## config.mk

```make
export PLATFORM = sky130hd
export DESIGN_NAME = dsc_standby_ctrl
export DESIGN_NICKNAME = d
export VERILOG_FILES = /design/src/verilog/dsc_pkg.sv /design/src/verilog/dsc_standby_ctrl.sv
export SDC_FILE = /design/constraint.sdc
export NUM_CORES = 1
export LEC_CHECK = 0
export BUFFER_PORTS_ARGS = -buffer_cell sky130_fd_sc_hd__buf_2
export CAP_MARGIN = 0
export CORE_UTILIZATION = 47
export CTS_BUF_LIST = sky130_fd_sc_hd__clkbuf_4 sky130_fd_sc_hd__clkbuf_8 sky130_fd_sc_hd__clkbuf_16
export DETAILED_ROUTE_END_ITERATION = 10
export HOLD_SLACK_MARGIN = 0.03
export PLACE_DENSITY = 0.76
export SETUP_SLACK_MARGIN = 0.4
export SYNTH_ARGS = -nofsm -noshare
export SYNTH_HDL_FRONTEND = slang
export SYNTH_SLANG_ARGS = --single-unit
```

## constraint.sdc

```tcl
create_clock -name sys_clk -period 4 [get_ports sys_clk]
set_clock_uncertainty 0.1 [all_clocks]
set_input_delay 0.8 -clock sys_clk [delete_from_list [all_inputs] [get_ports sys_clk]]
set_output_delay 0.8 -clock sys_clk [all_outputs]
set_load 0.05 [all_outputs]
```

## src/verilog/dsc_pkg.sv

```systemverilog
package dsc_pkg;

  // Serial command bytes arrive LSB first, eight shift clocks per byte
  localparam int BYTE_BITS = 8;
  localparam logic [2:0] BIT_CNT_LAST = 3'h7;
  localparam logic [2:0] BIT_CNT_RESET = 3'h0;

  // Output widths of one dot line and of the grid drivers
  localparam int DOT_WIDTH = 35;
  localparam int GRID_WIDTH = 24;

  // Command encodings, upper nibble selects all-lights, standby is a whole byte
  localparam logic [3:0] ALL_LIGHTS_OP = 4'h7;
  localparam logic [7:0] STANDBY_OPCODE = 8'hF0;

  // Levels of the serial pins while idle
  localparam logic [2:0] SERIAL_IDLE = 3'h7;

  // Pins of the serial command port
  typedef struct packed {
    logic csN;
    logic shiftClockN;
    logic data;
  } dsc_serial_t;

  // Layout of a command byte, bit 0 is the first bit shifted in
  typedef struct packed {
    logic [3:0] op;
    logic [1:0] spare;
    logic high;
    logic low;
  } dsc_cmd_t;

  // State of the segment outputs
  typedef enum {
    MODE_NORMAL,
    MODE_ALL_LOW,
    MODE_ALL_HIGH
  } dsc_mode_t;

endpackage

```

## src/verilog/dsc_standby_ctrl.sv

```systemverilog
`timescale 1ns/1ps
module dsc_standby_ctrl
  import dsc_pkg::*;
(
  // Clock and reset
  input wire logic sys_clk,
  input wire logic rst,
  // Serial command port pins
  input wire dsc_serial_t serialIn,
  // Patterns from the display scan logic
  input wire logic [DOT_WIDTH-1:0] dotPattern,
  input wire logic [GRID_WIDTH-1:0] gridPattern,
  // Driver outputs and power state
  output logic [DOT_WIDTH-1:0] dotDrive,
  output logic [GRID_WIDTH-1:0] gridDrive,
  output logic oscEnable,
  output logic logicRun,
  output logic standbyActive
);

  // Map the two select bits onto a display state; high wins
  function automatic dsc_mode_t decodeMode(input logic low, input logic high);
    if (high) begin
      return MODE_ALL_HIGH;
    end
    return low ? MODE_ALL_LOW : MODE_NORMAL;
  endfunction

  // Whole-byte match, so a stray byte can never put the part to sleep
  function automatic logic isStandby(input logic [7:0] b);
    return b == STANDBY_OPCODE;
  endfunction

  // Synchroniser stages and filtered pin levels
  logic [2:0] syncA_q;
  logic [2:0] syncB_q;
  logic [2:0] syncC_q;
  logic [2:0] filt_q;
  logic [2:0] filtPrev_q;
  logic csLow;
  logic clkRise;
  logic csFall;
  // Byte assembly and command decode
  logic [7:0] shift_q;
  logic [2:0] bitCnt_q;
  logic [7:0] nextByte;
  logic byteDone;
  logic standbyCmd;
  dsc_cmd_t cmd;
  // Power and display state
  logic standby_q;
  dsc_mode_t mode_q;

  // Three-stage synchroniser; a change counts once stages two and three agree
  always_ff @(posedge sys_clk or posedge rst) begin
    if (rst) begin
      syncA_q <= SERIAL_IDLE;
      syncB_q <= SERIAL_IDLE;
      syncC_q <= SERIAL_IDLE;
      filt_q <= SERIAL_IDLE;
      filtPrev_q <= SERIAL_IDLE;
    end else begin
      syncA_q <= serialIn;
      syncB_q <= syncA_q;
      syncC_q <= syncB_q;
      for (int i = 0; i < 3; i++) begin
        if (syncB_q[i] == syncC_q[i]) begin
          filt_q[i] <= syncC_q[i];
        end
      end
      filtPrev_q <= filt_q;
    end
  end

  // Edges of the filtered pins; bit 2 chip select, 1 shift clock, 0 data
  assign csLow = !filt_q[2];
  assign csFall = filtPrev_q[2] && !filt_q[2];
  assign clkRise = !filtPrev_q[1] && filt_q[1];
  assign nextByte = {filt_q[0], shift_q[7:1]};
  assign cmd = dsc_cmd_t'(nextByte);
  assign byteDone = !standby_q && csLow && clkRise && bitCnt_q == BIT_CNT_LAST;
  assign standbyCmd = byteDone && isStandby(nextByte);

  // Shift register; frozen in standby since the real clock would be stopped
  always_ff @(posedge sys_clk or posedge rst) begin
    if (rst) begin
      shift_q <= 8'h00;
      bitCnt_q <= BIT_CNT_RESET;
    end else if (standby_q || !csLow) begin
      bitCnt_q <= BIT_CNT_RESET;
    end else if (clkRise) begin
      shift_q <= nextByte;
      bitCnt_q <= bitCnt_q + 3'h1;
    end
  end

  // Standby entry on its opcode, exit on a falling chip select
  always_ff @(posedge sys_clk or posedge rst) begin
    if (rst) begin
      standby_q <= 1'b0;
    end else if (standbyCmd) begin
      standby_q <= 1'b1;
    end else if (standby_q && csFall) begin
      standby_q <= 1'b0;
    end
  end

  // Display state; power-up and standby both leave it all off
  always_ff @(posedge sys_clk or posedge rst) begin
    if (rst) begin
      mode_q <= MODE_ALL_LOW;
    end else if (standbyCmd) begin
      mode_q <= MODE_ALL_LOW;
    end else if (byteDone && cmd.op == ALL_LIGHTS_OP) begin
      mode_q <= decodeMode(cmd.low, cmd.high);
    end
  end

  // Registered drivers; grids follow the scan only while running
  always_ff @(posedge sys_clk or posedge rst) begin
    if (rst) begin
      dotDrive <= '0;
      gridDrive <= '0;
      oscEnable <= 1'b1;
      logicRun <= 1'b1;
      standbyActive <= 1'b0;
    end else begin
      gridDrive <= standby_q ? '0 : gridPattern;
      oscEnable <= !standby_q;
      logicRun <= !standby_q;
      standbyActive <= standby_q;
      case (mode_q)
        MODE_NORMAL: dotDrive <= standby_q ? '0 : dotPattern;
        MODE_ALL_LOW: dotDrive <= '0;
        MODE_ALL_HIGH: dotDrive <= '1;
        default: dotDrive <= '0;
      endcase
    end
  end

  standby_entry_a: assert property (@(posedge sys_clk)
    disable iff (rst) standbyCmd |=> ##1
    dotDrive == '0 && gridDrive == '0)
    else $error("display not off after standby command");

  grid_low_a: assert property (@(posedge sys_clk) disable iff (rst)
    standby_q |=> gridDrive == '0 && !oscEnable && !logicRun)
    else $error("grids or oscillator active in standby");

  halt_a: assert property (@(posedge sys_clk) disable iff (rst)
    standby_q |-> !byteDone && bitCnt_q == BIT_CNT_RESET)
    else $error("command logic running in standby");

  reset_init_a: assert property (@(posedge sys_clk)
    $past(rst) |-> !standby_q && mode_q == MODE_ALL_LOW)
    else $error("state not initial after reset");

  wake_a: assert property (@(posedge sys_clk) disable iff (rst)
    standby_q && csFall |=> !standby_q ##1 oscEnable)
    else $error("no wake on chip select fall");

  keep_off_a: assert property (@(posedge sys_clk) disable iff (rst)
    $fell(standby_q) |-> (mode_q == MODE_ALL_LOW) [*2])
    else $error("display not all off after wake");

  all_low_a: assert property (@(posedge sys_clk) disable iff (rst)
    byteDone && cmd.op == ALL_LIGHTS_OP && cmd.low && !cmd.high
    |=> ##1 dotDrive == '0)
    else $error("dots not forced low");

  all_high_a: assert property (@(posedge sys_clk) disable iff (rst)
    byteDone && cmd.op == ALL_LIGHTS_OP && cmd.high |=> ##1 dotDrive == '1)
    else $error("dots not forced high");

  opcode_a: assert property (@(posedge sys_clk) disable iff (rst)
    byteDone && nextByte == STANDBY_OPCODE |=> standby_q && standbyActive == 0
    ##1 standbyActive)
    else $error("standby opcode not taken");

  // Normal display passes the scan pattern one edge after the mode lands
  normal_mode_a: assert property (@(posedge sys_clk) disable iff (rst)
    byteDone && cmd.op == ALL_LIGHTS_OP && !cmd.low && !cmd.high
    |=> ##1 dotDrive == $past(dotPattern))
    else $error("dots not following pattern in normal display");

  // Dot, oscillator, run and standby outputs hold their start values through reset
  reset_outputs_a: assert property (@(posedge sys_clk)
    $past(rst) |-> dotDrive == '0 && oscEnable && logicRun && !standbyActive)
    else $error("outputs not initial after reset");

  // Standby entry forces all-low, nothing may rewrite it while asleep
  keep_mode_a: assert property (@(posedge sys_clk) disable iff (rst)
    standby_q |=> $stable(mode_q))
    else $error("display setting changed in standby");

  // Halted logic: the shift register must not move
  shift_hold_a: assert property (@(posedge sys_clk) disable iff (rst)
    standby_q |=> $stable(shift_q))
    else $error("shift register moved in standby");

  dots_off_a: assert property (@(posedge sys_clk) disable iff (rst)
    standbyActive |-> dotDrive == '0 && gridDrive == '0)
    else $error("display lit in standby");

  // Wake restarts the logic and the grid scan two edges after the fall
  wake_run_a: assert property (@(posedge sys_clk) disable iff (rst)
    standby_q && csFall |=> ##1 logicRun && !standbyActive &&
    gridDrive == $past(gridPattern))
    else $error("logic not running after wake");

  wake_dark_a: assert property (@(posedge sys_clk) disable iff (rst)
    $fell(standbyActive) |-> dotDrive == '0)
    else $error("display lit right after wake");

endmodule // dsc_standby_ctrl
```

# Word-level counts from Yosys, hierarchy flattened
# Cells that the tools add are included.
dict set report totals {
  regBits 120
  input_bits 64
  output_inout_bits 62
  elab_cells 56
}
dict set report op_classes {
  add_sub_neg 1
  eq_ne 7
  muxes 15
  n_bitwise 1
  n_reduce_logical 17
}
# operator count
set op_table {}
lappend op_table {{$mux 32} 3}
lappend op_table {{$pmux 35 s2} 1}
lappend op_table {{$mux 35} 1}
lappend op_table {{$eq 32x2->1 const B} 1}
lappend op_table {{$logic_not 32->1} 1}
lappend op_table {{$mux 24} 1}
lappend op_table {{$eq 8x8->1 const B} 1}
lappend op_table {{$logic_and 1x1->1} 8}
lappend op_table {{$mux 1} 6}
lappend op_table {{$mux 3} 2}
lappend op_table {{$reduce_bool 2->1} 3}
lappend op_table {{$eq 4x3->1 const B} 1}
lappend op_table {{$add 3x1->3 const B} 1}
lappend op_table {{$eq 1x1->1} 3}
lappend op_table {{$eq 3x3->1 const B} 1}
lappend op_table {{$logic_not 1->1} 3}
lappend op_table {{$mux 2} 1}
lappend op_table {{$reduce_and 2->1} 1}
lappend op_table {{$logic_or 1x1->1} 1}
lappend op_table {{$not 1->1} 1}

# Logic depth before layout (Yosys ltp)
# Gate-level depths: netlist of run 1.
dict set report depth {
  word_depth 10
  depth_mapped 5
  mapped_depth_nobuf 5
}

# Least setup slack after synthesis of run 1
# No wires, ideal clock.
dict set report synth_path {
  path_kind {flip-flop to output port}
  start {register logicRun (netlist name)}
  end {output port oscEnable}
  arrival_ps 917
  required_time_ps 3100
  slack_ps 2183
  path_stages_with_launch 2
  path_buffers 1
  path_cell_list {dfstp_2 buf_4}
}
# item line
set synth_rtl {}
lappend synth_rtl {{end: declaration} dsc_standby_ctrl.sv:16} ;# output logic oscEnable,

# Worst setup path after layout of run 1
dict set report layout_path {
  start {register standby_q}
  end {register standby_q}
}
dict set report layout_via {
  elab_chain_len 6
  elab_cells_between_ends 8
  cone_classes {mux: 1; reduce/logical: 7}
}
# item line
set layout_rtl {}
lappend layout_rtl {{start: declaration} dsc_standby_ctrl.sv:51} ;# logic standby_q;
lappend layout_rtl {{start signal: assignment} dsc_standby_ctrl.sv:100} ;# standby_q <= 1'b0;
lappend layout_rtl {{start signal: assignment} dsc_standby_ctrl.sv:102} ;# standby_q <= 1'b1;
lappend layout_rtl {{start signal: assignment} dsc_standby_ctrl.sv:104} ;# standby_q <= 1'b0;
lappend layout_rtl {{$logic_not 1->1} dsc_standby_ctrl.sv:81} ;# assign byteDone = !standby_q && csLow && clkRise && bitCnt_q == BIT_CNT_LAST;
lappend layout_rtl {{$logic_and 1x1->1 (3 in series)} dsc_standby_ctrl.sv:81}
lappend layout_rtl {{$logic_and 1x1->1} dsc_standby_ctrl.sv:82} ;# assign standbyCmd = byteDone && isStandby(nextByte);
lappend layout_rtl {{$mux 1 / $reduce_bool 2->1 (equally long branches)} --}
# Parallel ways exist; a longest one is shown, timed or not.
# A chain may end at the register's enable or synchronous reset.

==> results_dict.tcl, run 1 <==
set metrics [dict create \
    status "finished clean" \
    synth_area_leaders "dfrtp_1 59%, dfstp_2 14%, a21oi_1 5.7%" \
    layout-drive-gt1-share_pct 47.9 \
    synth_top_cell_by_area "dfrtp_1" \
    dpl.hpwl_um 3930 \
    setup_slack_ns 1.87 \
    n_antenna_cell 0 \
    grt_pass1_wl_um 9140 \
    syn_avg_cell_area_um2 13.3 \
    required_ns 4.18 \
    arrival_ns 2.31 \
    post-route-drc-count 0 \
    num-nets-final 420 \
    power.leakage_nw 1.95 \
    grt_max_degree 37 \
    yosysWarnings 0 \
    portBuffers 125 \
    synth.distinct_cells 24 \
    cts.sinks 88 \
    worstPathMaxFanout 31 \
    cts_root_buf "clkbuf_8" \
    fin_setup_tns_ns 0 \
    cp-start-kind "register" \
    synth.cell_area_mm2 0.00305 \
    area_growth_pct 29.1 \
    grt.busiest_layer "met2" \
    synth_cells 230 \
    clock_latency_ns 0.34 \
    core-area_mm2 0.00610 \
    post-route-period-util_pct 53.3 \
    nFillCells 503 \
    timing.fmax_mhz 469 \
    place.gp.congestion 0.749 \
    max_slew_margin_pct 24.9 \
    initial_utilization_pct 50.1 \
    final_area_mm2 0.00394 \
    die_x_um 82.6 \
    async_reset_ff_share_pct 100 \
    synth-seq-cells 88 \
    antenna_found_initial 0 \
    grt_pass1_vias 2110 \
    clkTransAtPathRegs_ns 0.08 \
    crit_path_end_kind "register" \
    vias_per_cell 4.85 \
    vias 2103 \
    cts_buffer_depth 2 \
    grt_overflow 0 \
    worst_hold_slack_ns 0.258 \
    period_minus_slack_ns 2.13 \
    synth_most_common_cell "dfrtp_1" \
    drv_cap 0 \
    met1_usage_pct 21.2 \
    power_mw 1.90 \
    rows 28 \
    cts-hold-fix-buffers 0 \
    yosys-top-cells-count "72 x dfrtp_1, 35 x a21oi_1, 35 x nor2_1, 24 x nor2b_1, 16 x dfstp_2" \
    hold_viol_final 0 \
    io_pins 126 \
    grtUsageTotal_pct 18.7 \
    path_class "register to register" \
    postRouteAntennaNets 0 \
    dpl_worst_slack_ns 1.84 \
    cts_inserted_buffers 9 \
    rsz0062_at_grt "no" \
    placed_area_mm2 0.00373 \
    wl_per_cell_um 13.2 \
    synth_edf_count 0 \
    yosysTopAreaCellShare_pct 59.0 \
    die_h_um 82.6 \
    grt_use_met2_pct 31.3 \
    drt_pass1_iterations 4 \
    die-area_mm2 0.00682 \
    syn_nets 296 \
    post_cts_resized 0 \
    grt_use_met3_pct 5.38 \
    worstMarginPinSlew_ns 1.13 \
    power.density_mw_per_mm2 482 \
    htree_levels 3 \
    hold_class "register to register" \
    finalMaxSlewViolations 0 \
    ys.flop_type "dfrtp_1" \
    drtIter0Drc 84 \
    drt_wl_total_um 5710 \
    postCtsSetupBuffers 0 \
    tritoncts "built" \
    setup_violations 0 \
    synth.yosys.seq_area_share_pct 72.8 \
    peakVddDrop_mv 0.302 \
]
## state kept, by name, indices dropped and copies added, names as in the netlist
signal / cells
logicRun: 1
shift_q: 7
standby_q: 1
syncA_q: 3
filtPrev_q: 2
filt_q: 3
dotDrive: 35
syncC_q: 3
gridDrive: 24
mode_q: 2
bitCnt_q: 3
syncB_q: 3
standbyActive: 1
## metrics by stage
step                      utilization [%]  std cells
after floorplan                         -        230
after global placement               61.3        418
after detailed placement             61.3        418
after CTS                            64.6        434
after global routing                 64.6        434
final                                64.6        434
## path summary, 6_finish.rpt
check	start	end	slack (ns)	cells past startpoint
worst max-delay path	standby_q$_DFFE_PP0P_	standby_q$_DFFE_PP0P_	1.87	3
worst min-delay path	syncA_q[2]$_DFF_PP1_	syncB_q[2]$_DFF_PP1_	0.26	0
worst max register to register	standby_q$_DFFE_PP0P_	standby_q$_DFFE_PP0P_	1.87	3
worst min register to register	syncA_q[2]$_DFF_PP1_	syncB_q[2]$_DFF_PP1_	0.26	0
max in group asynchronous	rst	logicRun$_DFF_PP1_	2.63	3
min in group asynchronous	rst	gridDrive[12]$_DFF_PP0_	0.37	2
## power by group
part / leakage (nW) / switching [mW] / internal (mW)
clock network: 0.0949 / 0.296 / 0.306
logic: 0.830 / 0.182 / 0.102
registers: 1.03 / 0.0417 / 0.970
total: 1.95 / 0.519 / 1.38
## cells in the final DEF, fill, tap and decap left out
master	instances
maj3_1	3
inv_1	1
nor3_1	4
o2bb2ai_1	1
mux2i_1	2
clkbuf_8	10
nor2b_1	24
inv_6	1
a2bb2oi_1	1
ha_1	2
a21oi_1	35
buf_4	3
dfstp_2	16
nand4_1	1
clkinv_2	2
nor3b_2	1
buf_2	125
clkinv_1	1
nor2_1	35
a32o_1	1
nor4b_4	1
dfrtp_1	72
xor2_1	1
mux2_2	8
clkinvlp_4	3
nand2b_1	3
nor3b_4	1
bufinv_16	1
## layout make-up
cell class                      instances  area (um2)  area share (%)
Tap cell                               75        93.8            2.38
Sequential cell                        88        2220            56.4
Clock inverter                          6        66.3            1.68
Multi-Input combinational cell        124         758            19.3
Clock buffer                           10         138            3.49
Inverter                                3        12.5           0.318
Timing Repair Buffer                  128         648            16.5
## per-layer routing
layer / wire length [um] / vias to the layer above
met5: 0 / -
met3: 421 / 8
met4: 109 / 0
li1: - / 997
met1: 2270 / 1013
met2: 2910 / 85
## critical path, cell delays in order, from the launching register on
cell and delay [ns]:
dfrtp_1 0.77, nor4b_4 0.70, nor3b_4 0.32, a32o_1 0.19
## cells by family after synthesis
kind of cell | count (synthesis) | synth area share [%]
mux | 10 | 3.61
flops | 88 | 72.8
simple gates | 70 | 12.5
buf+inv | 18 | 2.34
fa+ha+maj | 5 | 1.80
xor+xnor | 1 | 0.287
compound gates | 38 | 6.64
Power figures use the tool's default switching activity.
==> inputs of run 2 (changes only) <==
- ABC_AREA: unset -> 1
- CORE_UTILIZATION: 47 -> 43
- PLACE_DENSITY: 0.76 -> 0.73
- clock period: 4 -> 1.76 ns (I/O delays scaled with it)
==> run 2 against run 1 <==
  * Critical path type is now register to primary output
  * Largest power group unchanged
  * Count of clock-buffer cells in the layout down 1
  * Design area increased by 18%
  * Core utilization is 2.1 points higher
  * Via count up 12%
  * Hold slack lost 0.16 ns
  * Die area is 13% higher
  * Sequential cell count stayed put
  * Clock power up 130%
  * Sequential power increased by 130%
  * Area after synthesis is 4.1% higher
  * Global-route usage decreased by 1.5 points
  * First-iteration DRC count fell by 17%
==> results_dict.tcl, run 2 <==
set metrics [dict create \
    status "finished clean" \
    arrival_ns 1.06 \
    yosysWarnings 0 \
    cp_slowest_cell "dfstp_2" \
    synth.distinct_cells 26 \
    post-route-drc-count 0 \
    max_slew_margin_pct 63.2 \
    num-nets-final 488 \
    path_buf_inv 1 \
    die-area_mm2 0.00774 \
    path_cells "buf_6" \
    syn_nets 351 \
    timing.fmax_mhz 661 \
    ys.flop_type "dfrtp_1" \
    clkTransAtPathRegs_ns 0.09 \
    synth_most_common_cell "dfrtp_1" \
    clock_latency_ns 0.34 \
    finalMaxSlewViolations 0 \
    cts_buffer_depth 2 \
    layout-drive-gt1-share_pct 46.1 \
    place.gp.congestion 0.786 \
    grt_overflow 0 \
    grt_pass1_vias 2266 \
    synth_cells 285 \
    slowest_delay_ns 0.56 \
    rows 30 \
    drtIter0Drc 70 \
    crit_family "flip-flops" \
    fin_util_pct 66.7 \
    final_common_cell "dfrtp_1" \
    syn_avg_cell_area_um2 11.2 \
    worstPathMaxFanout 2 \
    nFillCells 541 \
    wl_per_cell_um 12.3 \
    fin_setup_tns_ns 0 \
    portBuffers 125 \
    antenna_found_initial 0 \
    peakVddDrop_mv 0.576 \
    crit_path_end_kind "primary output" \
    io_pins 126 \
    power.leakage_nw 2.44 \
    largest_reg_flops 35 \
    cts.sinks 88 \
    synth_top_cell_by_area "dfrtp_1" \
    layout_common_cells "71 x dfrtp_1, 63 x buf_2, 63 x buf_6, 56 x nand2_1, 35 x a21oi_1" \
    synth_edf_count 0 \
    setup_violations 0 \
    vias_per_cell 4.51 \
    area_growth_pct 46.5 \
    hold_class "input port to register" \
    required_ns 1.31 \
    postRouteAntennaNets 0 \
    htree_levels 3 \
    initial_utilization_pct 45.5 \
    top_regs "dotDrive: 35 flops, gridDrive: 24 flops, shift_q: 7 flops" \
    n_antenna_cell 0 \
    grtUsageTotal_pct 17.2 \
    yosys-top-cells-count "72 x dfrtp_1, 58 x nand2_1, 35 x a21oi_1, 32 x inv_1, 28 x nor2_1" \
    worstMarginPinSlew_ns 0.551 \
    largest_register "dotDrive" \
    synth.yosys.seq_area_share_pct 69.9 \
    seqCellArea_mm2 0.00222 \
    die_x_um 88.0 \
    synth-seq-cells 88 \
    dpl_worst_slack_ns 0.298 \
    cts_inserted_buffers 9 \
    tritoncts "built" \
    yosysTopAreaCellShare_pct 56.7 \
    core-area_mm2 0.00698 \
    dpl.hpwl_um 4000 \
    grt_max_degree 86 \
    synth.cell_area_mm2 0.00318 \
    path_class "register to primary output" \
    period_minus_slack_ns 1.51 \
    post-route-period-util_pct 85.9 \
    vias 2360 \
    cts_root_buf "clkbuf_8" \
    grt_pass1_wl_um 10200 \
    power.density_mw_per_mm2 966 \
    cp-start-kind "register" \
    async_reset_ff_share_pct 100 \
    setup_slack_ns 0.248 \
    synth_area_leaders "dfrtp_1 57%, dfstp_2 13%, nand2_1 6.9%" \
    die_h_um 88.0 \
    drv_cap 0 \
    drt_pass1_iterations 4 \
    hold_viol_final 0 \
    multi_input_area_um2 797 \
    drt_wl_total_um 6460 \
    rsz0062_at_grt "yes" \
]
## run 2: cell count changes after synthesis, sizes merged, moves of 3 or more
cell and delta:
nand2 +63, clkbuf -6, buf +6, o21ai +4
nor3 -4, nor2b -24, inv +32, nand2b -3
mux2 -8
## run 2: kinds of logic after synthesis
family                     synth area share, %
and+or+nand+nor                           13.9
buffers and inverters                     6.97
AOI/OAI and AO/OA                         7.44
DFF                                       69.9
adders and majority gates                 1.73
## run 2: what timing repair did
action | in CTS | in global routing
setup buffers | 3 | 5
hold buffers | 4 | 0
gates resized for setup | 122 | 18
setup endpoints to repair | 69 | 76
hold endpoints to repair | 6 | 0
pin swaps | 8 | 9
## run 2: area by class of cell
class | count | share of cell area, %
Tap cell | 96 | 2.58
Multi-Input combinational cell | 147 | 17.1
Sequential cell | 88 | 47.8
Clock inverter | 7 | 1.69
Clock buffer | 9 | 2.66
Timing Repair Buffer | 141 | 25.2
Inverter | 35 | 3.01
## run 2: path summary, 6_finish.rpt
check | start | to | slack (ns) | depth (start not counted)
max in group asynchronous | rst | syncA_q[0]$_DFF_PP1_ | 0.53 | 4
min in group asynchronous | rst | gridDrive[1]$_DFF_PP0_ | 0.38 | 3
hold reg to reg | syncA_q[0]$_DFF_PP1_ | syncB_q[0]$_DFF_PP1_ | 0.26 | 0
setup / recovery | logicRun$_DFF_PP1_ | oscEnable | 0.25 | 1
hold / removal | gridPattern[18] | gridDrive[18]$_DFF_PP0_ | 0.10 | 3
setup reg to reg | bitCnt_q[0]$_DFFE_PP0P_ | mode_q[1]$_DFFE_PP0P_ | 0.43 | 7
## run 2: report_power, final
part | switching, mW | internal [mW] | total [mW]
clock | 0.719 | 0.668 | 1.39
sequential | 0.110 | 2.20 | 2.31
combinational | 0.489 | 0.315 | 0.804
total | 1.32 | 3.18 | 4.50
## run 2: metal layers
metal  global-route usage [%]  up-vias  share of wire [%]
li1                         -     1147                  -
met1                     21.1     1092                 40
met2                     28.5      111                 50
met3                     5.84       10                8.6
met4                     5.81        0                1.2
met5                        0        -                  0
## run 2: through the flow
| stage | total power [mW] | hold WS, ns | std cells | area (um2) |
|---|---|---|---|---|
| after floorplan | 2.79 | 0.245 | 285 | 3190 |
| after global placement | 2.98 | 0.147 | 495 | 3900 |
| after detailed placement | 2.99 | 0.158 | 495 | 3900 |
| after CTS | 4.51 | 0.0822 | 518 | 4550 |
| after global routing | 4.73 | 0.0748 | 523 | 4660 |
| final | 4.50 | 0.100 | 523 | 4660 |
